$ cat config.mk
export PLATFORM = sky130hd
export DESIGN_NAME = standard_timer_module
export DESIGN_NICKNAME = d
export VERILOG_FILES = /design/src/stm_pkg.sv /design/src/standard_timer_module.sv
export VERILOG_INCLUDE_DIRS = /design/src
export SDC_FILE = /design/constraint.sdc
export NUM_CORES = 1
export LEC_CHECK = 0
export CORE_MARGIN = 2
export CORE_UTILIZATION = 47
export DETAILED_ROUTE_END_ITERATION = 8
export DONT_BUFFER_PORTS = 1
export PLACE_DENSITY = 0.67
export SLEW_MARGIN = 20
export SYNTH_ARGS = -nofsm -noshare
export SYNTH_HDL_FRONTEND = slang
export SYNTH_SLANG_ARGS = --single-unit
$ cat constraint.sdc
create_clock -name mclk_i -period 4.1 [get_ports mclk_i]
set_input_delay 0.615 -clock mclk_i [delete_from_list [all_inputs] [get_ports mclk_i]]
set_output_delay 0.615 -clock mclk_i [all_outputs]
set_load 0.02 [all_outputs]
$ cat src/stm_map.svh
`ifndef STM_MAP_SVH
`define STM_MAP_SVH

// register addresses, word wide
`define ADDR_RUN     3'h0
`define ADDR_CTRL    3'h1
`define ADDR_COUNT   3'h2
`define ADDR_CMP_A   3'h3
`define ADDR_CMP_P   3'h4
`define ADDR_FLAGS   3'h5

// run register
`define BIT_RUN      0

// control register fields
`define BIT_CCLR     0
`define BIT_DPX      1
`define BIT_POL      2
`define BIT_OC       3
`define FLD_IO_LO    4
`define FLD_IO_HI    5
`define FLD_MODE_LO  6
`define FLD_MODE_HI  7
`define CTRL_W       8

// flag register
`define BIT_FLAG_A   0
`define BIT_FLAG_P   1

// reset values
`define CTRL_RESET   8'h00

`endif

$ cat src/stm_pkg.sv
package stm_pkg;

   typedef enum logic [1:0] {
      MODE_COMPARE = 2'b00,
      MODE_CAPTURE = 2'b01,
      MODE_PWM     = 2'b10,
      MODE_TIMER   = 2'b11
   } mode_t;

   // compare mode: none/low/high/toggle; pwm mode: inactive/active/wave/hold
   typedef enum logic [1:0] {
      ACT_NONE   = 2'b00,
      ACT_LOW    = 2'b01,
      ACT_HIGH   = 2'b10,
      ACT_TOGGLE = 2'b11
   } pin_action_t;

endpackage

$ cat src/standard_timer_module.sv
// Overview of operation
// - mode field selects compare-match 00, timer 11, PWM 10 with pin action 10.
// - compare mode, clear-source low: clear on P match or overflow; raise A and P flags.
// - compare mode, clear-source high: clear on A match; never raise P flag.
// - compare A zero in compare mode, clear-source high: counter overflows at maximum, no A flag.
// - compare mode pin changes only on comparator A match; P match leaves it.
// - on A match the pin action drives high, low, toggles, or holds.
// - counter-run rising edge loads pin level from output initial level bit.
// - timer mode counts and flags like compare mode, pin not driven.
// - PWM ignores clear-source; swap bit chooses period and duty comparator.
// - PWM raises A flag on each A match and P flag on P match.
// - PWM pin action enables wave or forces level; polarity and invert apply.
// - 10-bit, swap 0: period is P code times 128, code 0 is 1024.
// - 10-bit, swap 1: period from compare A, duty P code times 128.
// - 16-bit, swap 0: period P times 256, zero means 65536; duty compare A.
// - duty at or above period gives continuously active output.
// - run rising clears counter; run falling stops counter holding its value.
// - compare P matches only counter top bits, coarse step multiples.
// - instance 0 uses 10-bit counter and compare A, instance 1 16-bit.
`include "stm_map.svh"
`timescale 1ns/1ps
`default_nettype none

module standard_timer_module
   import stm_pkg::*;
#(
   parameter int CNT_W  = 10,
   parameter int P_W    = 3,
   parameter int DATA_W = 16
)
(
   input  wire logic              mclk_i,
   input  wire logic              rst_b_i,
   input  wire logic [2:0]        addr_i,
   input  wire logic [DATA_W-1:0] wdata_i,
   input  wire logic              wr_i,
   input  wire logic              rd_i,
   output logic      [DATA_W-1:0] rdata_o,
   output logic                   pin_o,
   output logic                   pin_oe_o,
   output logic                   match_a_flag_o,
   output logic                   match_p_flag_o
);

   typedef struct packed {
      logic                   run;
      logic [`CTRL_W-1:0]     ctrl;
      logic [CNT_W-1:0]       cnt;
      logic [CNT_W-1:0]       cmp_a;
      logic [P_W-1:0]         cmp_p;
      logic                   flag_a;
      logic                   flag_p;
      logic                   lvl;
      logic                   pin;
      logic                   oe;
      logic [DATA_W-1:0]      rdata;
   } state_t;

   state_t s;
   state_t next_s;

   // value one below a compare setting, for last-count-before-clear tests
   function automatic logic [CNT_W-1:0] below_a(input logic [CNT_W-1:0] v);
      below_a = v - {{(CNT_W-1){1'b0}}, 1'b1};
   endfunction

   function automatic logic [P_W-1:0] below_p(input logic [P_W-1:0] v);
      below_p = v - {{(P_W-1){1'b0}}, 1'b1};
   endfunction

   mode_t         mode;
   pin_action_t   act;
   logic          cclr;
   logic          dpx;
   logic          pol;
   logic          oc;
   logic          is_pwm;
   logic [P_W-1:0] cnt_top;
   logic          low_full;
   logic          a_hit;
   logic          p_hit;
   logic          clr_on_a;
   logic          wave_active;

   assign mode     = mode_t'(s.ctrl[`FLD_MODE_HI:`FLD_MODE_LO]);
   assign act      = pin_action_t'(s.ctrl[`FLD_IO_HI:`FLD_IO_LO]);
   assign cclr     = s.ctrl[`BIT_CCLR];
   assign dpx      = s.ctrl[`BIT_DPX];
   assign pol      = s.ctrl[`BIT_POL];
   assign oc       = s.ctrl[`BIT_OC];
   assign is_pwm   = (mode == MODE_PWM);
   assign cnt_top  = s.cnt[CNT_W-1 -: P_W];
   assign low_full = &s.cnt[CNT_W-P_W-1:0];
   // match one count early so the clear lands on the compare value
   // zero compare A never matches
   assign a_hit    = s.run && (s.cmp_a != '0) && (s.cnt == below_a(s.cmp_a));
   // P match at step boundary; P zero hits at the counter maximum
   assign p_hit    = s.run && low_full && (cnt_top == below_p(s.cmp_p));
   // clear source from swap bit in pwm
   // capture mode counts like compare mode; no capture path here
   assign clr_on_a = is_pwm ? dpx : cclr;

   // duty from compare A when swap is 0, period set by P
   // duty of P steps, code 0 is a full count
   // same layout on the 16-bit instance, 256-clock steps
   always_comb
   begin
      if (dpx)
      begin
         wave_active = (s.cmp_p == '0) || (cnt_top < s.cmp_p);
      end
      else
      begin
         wave_active = (s.cnt < s.cmp_a);
      end
   end

   always_comb
   begin
      next_s       = s;
      next_s.rdata = '0;

      // counting; wrap past the maximum is the overflow clear
      if (s.run)
      begin
         if (clr_on_a ? a_hit : p_hit)
         begin
            next_s.cnt = '0;
         end
         else
         begin
            next_s.cnt = s.cnt + {{(CNT_W-1){1'b0}}, 1'b1};
         end
      end

      // compare-mode pin moves only on A match
      if (mode == MODE_COMPARE && a_hit)
      begin
         unique case (act)
            ACT_NONE:   next_s.lvl = s.lvl;
            ACT_LOW:    next_s.lvl = 1'b0;
            ACT_HIGH:   next_s.lvl = 1'b1;
            ACT_TOGGLE: next_s.lvl = ~s.lvl;
         endcase
      end

      // pwm pin action, oc picks active level
      if (is_pwm)
      begin
         unique case (act)
            ACT_NONE:   next_s.lvl = ~oc;
            ACT_LOW:    next_s.lvl = oc;
            ACT_HIGH:   next_s.lvl = wave_active ? oc : ~oc;
            ACT_TOGGLE: next_s.lvl = s.lvl;
         endcase
      end

      // register writes
      if (wr_i)
      begin
         unique case (addr_i)
            `ADDR_RUN:
            begin
               next_s.run = wdata_i[`BIT_RUN];
               // pin back to its initial level
               if (wdata_i[`BIT_RUN] && !s.run)
               begin
                  next_s.cnt = '0;
                  next_s.lvl = oc;
               end
            end
            `ADDR_CTRL:  next_s.ctrl  = wdata_i[`CTRL_W-1:0];
            `ADDR_CMP_A: next_s.cmp_a = CNT_W'(wdata_i);
            `ADDR_CMP_P: next_s.cmp_p = P_W'(wdata_i);
            `ADDR_FLAGS:
            begin
               if (wdata_i[`BIT_FLAG_A])
               begin
                  next_s.flag_a = 1'b0;
               end
               if (wdata_i[`BIT_FLAG_P])
               begin
                  next_s.flag_p = 1'b0;
               end
            end
            default:     next_s.run = s.run;
         endcase
      end

      // set after clear so a same-cycle event wins
      if (a_hit)
      begin
         next_s.flag_a = 1'b1;
      end
      // no P flag while A clears in compare or timer mode
      if (p_hit && (is_pwm || !cclr))
      begin
         next_s.flag_p = 1'b1;
      end

      // timer mode leaves the pin undriven
      next_s.oe  = (next_s.ctrl[`FLD_MODE_HI:`FLD_MODE_LO] == MODE_COMPARE)
                || (next_s.ctrl[`FLD_MODE_HI:`FLD_MODE_LO] == MODE_PWM);
      next_s.pin = next_s.lvl ^ next_s.ctrl[`BIT_POL];

      if (rd_i)
      begin
         unique case (addr_i)
            `ADDR_RUN:   next_s.rdata = DATA_W'(s.run);
            `ADDR_CTRL:  next_s.rdata = DATA_W'(s.ctrl);
            `ADDR_COUNT: next_s.rdata = DATA_W'(s.cnt);
            `ADDR_CMP_A: next_s.rdata = DATA_W'(s.cmp_a);
            `ADDR_CMP_P: next_s.rdata = DATA_W'(s.cmp_p);
            `ADDR_FLAGS: next_s.rdata = DATA_W'({s.flag_p, s.flag_a});
            default:     next_s.rdata = '0;
         endcase
      end
   end

   always_ff @(posedge mclk_i or negedge rst_b_i)
   begin
      if (!rst_b_i)
      begin
         s      <= '0;
         s.ctrl <= `CTRL_RESET;
      end
      else
      begin
         s <= next_s;
      end
   end

   assign rdata_o        = s.rdata;
   assign pin_o          = s.pin;
   assign pin_oe_o       = s.oe;
   assign match_a_flag_o = s.flag_a;
   assign match_p_flag_o = s.flag_p;
endmodule

`default_nettype wire

After elaboration in Yosys (flattened, before gate mapping)

Index checks and enable logic that the tools add are counted.

Flip-flop bits (word level): 53
Input bits: 23
Output and inout port bits: 20

$add $sub $neg: 3
$lt $le $gt $ge: 2
Eq/ne operators: 12
Multiplexer cells: 25
Bitwise logic cells: 3
Reductions and logical operators: 31

Operators with widths:

| cell                                                                  | number |
|---|---|
| 10-bit 2-to-1 mux                                                     | 6 |
| 10-bit one-hot mux with 6 select lines                                | 1 |
| 34-bit 2-to-1 mux                                                     | 1 |
| 1-bit 2-to-1 mux                                                      | 12 |
| 2-bit nonzero test                                                    | 6 |
| 10-bit by 1-bit adder with 10-bit output (second input constant)      | 1 |
| 10-bit == test                                                        | 1 |
| 10-bit less-than comparator                                           | 1 |
| 10-bit nonzero test                                                   | 1 |
| 10-bit by 1-bit subtractor with 10-bit output (second input constant) | 1 |
| 2-bit == test (second input constant)                                 | 4 |
| 8-bit 2-to-1 mux                                                      | 1 |
| 1-bit one-hot mux with 4 select lines                                 | 2 |
| 2-bit AND reduction                                                   | 4 |
| 1-bit logical AND                                                     | 7 |
| 7-bit AND reduction                                                   | 1 |
| 3-bit by 2-bit == test with 1-bit output (second input constant)      | 2 |
| 3-bit == test (second input constant)                                 | 2 |
| 2-bit logical NOT                                                     | 3 |
| 3-bit logical NOT                                                     | 2 |
| 3-bit AND reduction                                                   | 2 |
| 3-bit by 1-bit == test with 1-bit output (second input constant)      | 1 |
| 3-bit == test                                                         | 1 |
| 1-bit logical OR                                                      | 3 |
| other kinds (8)                                                       | 10 |

Logic depth before layout (Yosys ltp)

Gate-level depths: netlist of the first run.

Depth in word-level cells: 11
Gate-level depth with buffers: 11

Least setup slack after synthesis of the first run

OpenSTA, ideal clock, no wires.

Path type: register -> register
Start point: register s[24] (netlist bit)
End point: register s (netlist bit pin_o)
Setup time: 0.079 ns
Arrival time: 2.461 ns
Slack: 1.560 ns
Stages on the path, launching flop included: 12
Buffers on the path: 1
Cells stage by stage: dfrtp_1 inv_1 ha_1 clkbuf_1 xor2_1 o2111ai_1 o21ai_0 a2111oi_4 a41o_1 a21oi_1 o41ai_2 xor2_1

RTL lines:

| item                     | RTL line                     | text |
|---|---|---|
| start: declaration       | standard_timer_module.sv:59  | `state_t s;` |
| start signal: assignment | standard_timer_module.sv:229 | `s <= next_s;` |

==> flow_summary.yaml, run 1 <==
timing:
  setup_viol: 0
  tns_ns: 0
  period_minus_slack_ns: 3.06
  rsz0062_at_grt: "no"
  final.setup_skew_ns: 0.0146
  hold_violations: 0
  period_share_pct: 74.7
  worst_slew_pin_slew_ns: 0.817
  slew_headroom_pct: 45.3
  fmax_mhz: 326
  maxSlewViolCount: 0
placed_design:
  place.gp.congestion: 0.892
  hpwl_um: 4960
  place.port_buffers: 0
  place_area_um2: 3000
route:
  drt-pass1-iter-count: 4
  ant_nets: 0
  vias_per_cell: 5.85
  drt_iter0_markers: 148
  wire_per_inst_um: 17.6
  wl_um: 6730
  remaining_drc_errors: 0
  vias: 2240
worst_setup_path:
  reg2reg_from: "s[25]"
  start_kind: "register"
  cp-end-kind: "register"
  worst-path-max-fanout: 8
  r2r_cells: 10
  cp.required_ns: 4.27
  arrival_ns: 3.23
  r2r_setup_slack_ns: 1.04
  r2r_end: "s[38]"
  worstSetupPathType: "reg2reg"
clock_network:
  cts_resized: 0
  post_cts_buffers: 0
  ctsLongestPathBuffers: 2
  cts_sinks: 47
  htree_levels: 2
  cts_made_buffers: 5
  cts-root-buf: "clkbuf_8"
  clk_pin_slew_worst_paths_ns: 0.10
  worst_skew_pair.late_latency_ns: 0.31
  cts_tree: "done"
synth:
  synthAdderAreaFrac_pct: 7.37
  yosys_warnings: 0
  yosys.area_share.simple_pct: 17.3
  synth_edf_count: 0
  syn_avg_cell_area_um2: 9.60
  synth.distinct_cells: 50
  synth_area_um2: 3050
  synth_top_family_by_area: "simple AND/OR/NAND/NOR gates"
  yosysSeqAreaShare_pct: 38.5
  synth_compound_area_share_pct: 12.7
  syn_inst: 318
  yosys.area_share.xor_xnor_pct: 5.74
  synth_seq_cells: 47
  synthMuxAreaShare_pct: 10.1
  synthArstFlopShare_pct: 100
  synthFlopType: "dfrtp_1"
pwr:
  powerDensity_nw_per_um2: 515
  total_power_mw: 1.62
  p_leak_nw: 1.37
  ir_worst_vdd_mv: 0.252
layout:
  mostFrequentLayoutCell: "dfrtp_1"
  final_cell_mix: "dfrtp_1, nor2_1, mux2_2, nand2_1, inv_1"
  drive_gt1_share_pct: 12.1
  areaGrowthSynthToFinish_pct: 2.79
  n_antenna_cell: 0
  fill_cells: 595
  finalInstanceArea_um2: 3140
  num-nets-final: 346
floorplanning:
  core_um2: 6310
  die_y_um: 84.6
  fp.dieW_um: 84.6
  floorplan.initialDensity_pct: 48.4
  io_pins: 43
  die-area_um2: 7160
  rows: 29
grt:
  first_global_vias: 2109
  antenna_found_initial: 0
  grt_start_max_net_pins: 48
  grt_pass1_wl_um: 11100
  gr-total-overflow: 0
  grt_usage_pct: 19.7
worst_hold_path:
  hp-class: "in2async"
status:
  status: "completed"
job:
  max_cap_viol_count: 0
power breakdown:
group | switching, mW | leakage [nW] | internal [mW] | total (mW)
logic | 0.252 | 0.725 | 0.252 | 0.504
clock network | 0.168 | 0.0548 | 0.184 | 0.351
registers | 0.199 | 0.593 | 0.562 | 0.761
total | 0.618 | 1.37 | 0.998 | 1.62
critical path: stages, from the launching register on:
cell       delay (ns)
dfrtp_1          0.55
inv_1            0.14
ha_1             0.31
xor2_1           0.18
o2111ai_1        0.18
o21ai_0          0.19
a2111oi_4        0.43
nand3_1          0.22
o22a_1           0.26
o21ai_1          0.34
nor2_1           0.11
synthesized netlist by cell type, types with 3 or more instances:
master / count / share of area (%)
dfrtp_1: 47 / 39
nor2_1: 29 / 3.6
mux2_2: 23 / 8.5
nand2_1: 23 / 2.8
inv_1: 20 / 2.5
ha_1: 18 / 7.4
buf_4: 16 / 3.9
a21oi_1: 11 / 1.8
o21ai_0: 11 / 1.8
xnor2_1: 11 / 3.2
xor2_1: 9 / 2.6
nand3_1: 8 / 1.3
nand4_1: 8 / 1.6
nor2b_1: 8 / 1.6
a22oi_1: 6 / 1.5
clkbuf_1: 6 / 0.74
mux2i_1: 5 / 1.6
nor3_1: 5 / 0.82
nand2b_1: 4 / 0.82
a21o_1: 3 / 0.74
a31oi_1: 3 / 0.61
and2_1: 3 / 0.61
o2111ai_1: 3 / 0.86
o21ai_1: 3 / 0.49
metal layers:
metal  up-vias  track usage [%]  share of wire [%]
li1       1073                -                  -
met1      1088             28.7                 46
met2        70             29.8                 46
met3         9             4.72                7.1
met4         0             4.76                1.8
met5         -                0                  0
final cells by class:
type,count,area [µm²],area share [%]
flip-flops and latches,47,1180,37.5
inverters,20,75.1,2.39
clock inverters,3,46.3,1.47
repair buffers,1,27.5,0.877
clock buffers,5,68.8,2.19
well taps,77,96.3,3.07
multi-input cells,230,1650,52.5
sequential cells by signal (all words and copies together), names as in the netlist, named ones only:
register / count
cclr: 1
oc: 1
cnt_top: 3
pin_o: 1
match_p_flag_o: 1
pin_oe_o: 1
dpx: 1
act: 2
rdata_o: 10
match_a_flag_o: 1
pol: 1
s: 22
worst max-delay path by stage:
stage                     cells past startpoint    end  start  slack, ns
after floorplan                              11  pin_o  s[24]       1.56
after global placement                       10  s[38]  s[25]       1.15
after detailed placement                     10  s[38]  s[24]       1.09
after CTS                                    10  s[38]  s[25]       1.06
after global routing                         10  s[40]  s[24]       0.85
final                                        10  s[38]  s[25]       1.04
through the flow:
stage | hold slack [ns] | cells | setup WS [ns] | utilization [%]
after floorplan | 0.319 | 323 | 1.56 | -
after global placement | 0.321 | 374 | 1.15 | 47.5
after detailed placement | 0.321 | 374 | 1.09 | 47.5
after CTS | 0.153 | 383 | 1.06 | 49.7
after global routing | 0.144 | 383 | 0.854 | 49.7
final | 0.140 | 383 | 1.04 | 49.7
repair_timing:
action,in CTS,in global routing
endpoints found under the hold margin,47,0
hold buffers,1,0
endpoints found under the setup margin,0,0
logic make-up after synthesis:
group	Yosys count
xor gates and xnor gates	20
adders and majority gates	18
buffers and inverters	46
DFF	47
other	1
AOI/OAI and AO/OA	55
muxes	28
and+or+nand+nor	103
No activity file was read; power rests on OpenSTA's default activity.
==> run 2: changes to the inputs <==
==> constraint.sdc (replaced) <==
create_clock -name mclk_i -period 3.2 [get_ports mclk_i]
set_input_delay 0.48 -clock mclk_i [delete_from_list [all_inputs] [get_ports mclk_i]]
set_output_delay 0.48 -clock mclk_i [all_outputs]
set_load 0.02 [all_outputs]
==> flow_summary.yaml, run 2 (synthesis results as in run 1) <==
status:
  status: "completed"
grt:
  grt_pass1_wl_um: 11200
  gr-total-overflow: 0
  grt_start_max_net_pins: 48
  first_global_vias: 2176
  grt_usage_pct: 19.9
  antenna_found_initial: 0
layout:
  fin_cells: 386
  top_register: "s"
  fill_cells: 586
  areaGrowthSynthToFinish_pct: 2.66
  largest_register_ffs: 22
  n_antenna_cell: 0
  finalInstanceArea_um2: 3140
  final_cell_mix: "dfrtp_1, nor2_1, mux2_2, nand2_1, inv_1"
  mostFrequentLayoutCell: "dfrtp_1"
  drive_gt1_share_pct: 12.9
  num-nets-final: 349
placed_design:
  hpwl_um: 5030
  place.port_buffers: 0
  place_area_um2: 3020
  placedCellCount: 377
  place.gp.congestion: 0.908
  post-place-ws_ns: 0.253
worst_setup_path:
  reg2reg_from: "s[24]"
  critical_path.top_delay_family: "compound AO/OA/AOI/OAI gates"
  worst-path-max-fanout: 8
  worstSetupPathType: "reg2reg"
  arrival_ns: 2.99
  cp.required_ns: 3.38
  critPathBufInv: 1
  cp_cell_sequence: "inv_1, ha_1, xor2_1, o2111ai_1, o21ai_0, a2111oi_4, nand3_1, o22a_1, o21ai_2, nor2_1"
  slowest_delay_ns: 0.53
  r2r_cells: 10
  r2r_setup_slack_ns: 0.39
  cp-end-kind: "register"
  r2r_end: "s[40]"
  start_kind: "register"
  cpMaxStageDelayCell: "dfrtp_1"
timing:
  tns_ns: 0
  maxSlewViolCount: 0
  period_share_pct: 87.8
  worst_slew_pin_slew_ns: 0.608
  fmax_mhz: 356
  setup_viol: 0
  rsz0062_at_grt: "no"
  final.setup_skew_ns: 0.00852
  fin_ws_ns: 0.391
  period_minus_slack_ns: 2.81
  slew_headroom_pct: 59.3
  hold_violations: 0
worst_hold_path:
  hp-class: "in2async"
pwr:
  switchingPower_mw: 0.785
  p_int_mw: 1.20
  total_power_mw: 1.99
  clkPwrFrac_pct: 17.9
  ir_worst_vdd_mv: 0.369
  powerDensity_nw_per_um2: 634
  power_switching_share_pct: 39.5
  p_leak_nw: 1.38
  seqPwrFrac_pct: 48.4
  p_comb_share_pct: 33.7
route:
  highest_layer: "met4"
  vias_per_cell: 5.87
  wire_per_inst_um: 17.6
  wl_um: 6810
  met1_length_um: 3170
  route.met2.wl_um: 3040
  drt-pass1-iter-count: 4
  remaining_drc_errors: 0
  routed-wl-met3_um: 498
  drt_iter0_markers: 233
  vias: 2264
  ant_nets: 0
clock_network:
  cts_tree: "done"
  ctsLongestPathBuffers: 2
  clk_pin_slew_worst_paths_ns: 0.09
  cts-root-buf: "clkbuf_8"
  htree_levels: 2
  cts_made_buffers: 5
  worst_skew_pair.late_latency_ns: 0.31
  cts_sinks: 47
  post_cts_buffers: 0
floorplanning:
  io_pins: 43
  rows: 29
  die_y_um: 84.6
  fp.dieW_um: 84.6
  core_um2: 6310
  floorplan.initialDensity_pct: 48.4
  die-area_um2: 7160
job:
  max_cap_viol_count: 0
## run 2: cell types whose count changed in the layout (fill, tap and decap cells not counted), sizes merged
| cell | previous run | this run |
|---|---|---|
| clkinv | 0 | 1 |
| inv | 21 | 20 |
| buf | 1 | 4 |
| bufinv | 1 | 0 |
| clkbuf | 5 | 6 |
## run 2: area by class of cell
| class | instances | area, µm² | share of cell area [%] |
|---|---|---|---|
| repair buffers | 4 | 50.0 | 1.60 |
| clock inverters | 2 | 12.5 | 0.399 |
| clock buffers | 6 | 72.6 | 2.31 |
| flip-flops and latches | 47 | 1180 | 37.5 |
| multi-input cells | 230 | 1650 | 52.7 |
| inverters | 20 | 75.1 | 2.39 |
| well taps | 77 | 96.3 | 3.07 |
## run 2: power by group through the flow
stage	sequential, mW	clock [mW]	combinational [mW]
after detailed placement	0.969	0	0.654
after global placement	0.967	0	0.635
final	0.962	0.356	0.671
after global routing	0.986	0.381	0.769
after CTS	0.959	0.361	0.675
after floorplan	0.869	0	0.610
## run 2: per-stage QoR
stage / util (%) / hold slack [ns]
2_1_floorplan: - / 0.184
3_3_place_gp: 47.8 / 0.186
3_5_place_dp: 47.8 / 0.186
4_1_cts: 49.6 / 0.0215
5_1_grt: 49.7 / 0.0180
6_report: 49.7 / 0.00551
## run 2: worst max-delay path by stage
stage	from	end	depth (start not counted)
final	s[24]	s[40]	10
after global placement	s[24]	s[38]	10
after CTS	s[24]	s[39]	10
after global routing	s[24]	pin_o	10
after floorplan	s[24]	pin_o	11
after detailed placement	s[24]	cnt_top[1]	10
## run 2: metal layers
layer	vias up	GRT usage, %
met4	0	6.06
met2	77	29.9
met1	1098	28.4
met3	9	5.21
met5	-	0
li1	1080	-
## run 2: timing repair
action,in CTS,in global routing
gates resized for setup,0,1
hold buffers,1,0
endpoints found under the setup margin,0,8
endpoints found under the hold margin,47,0
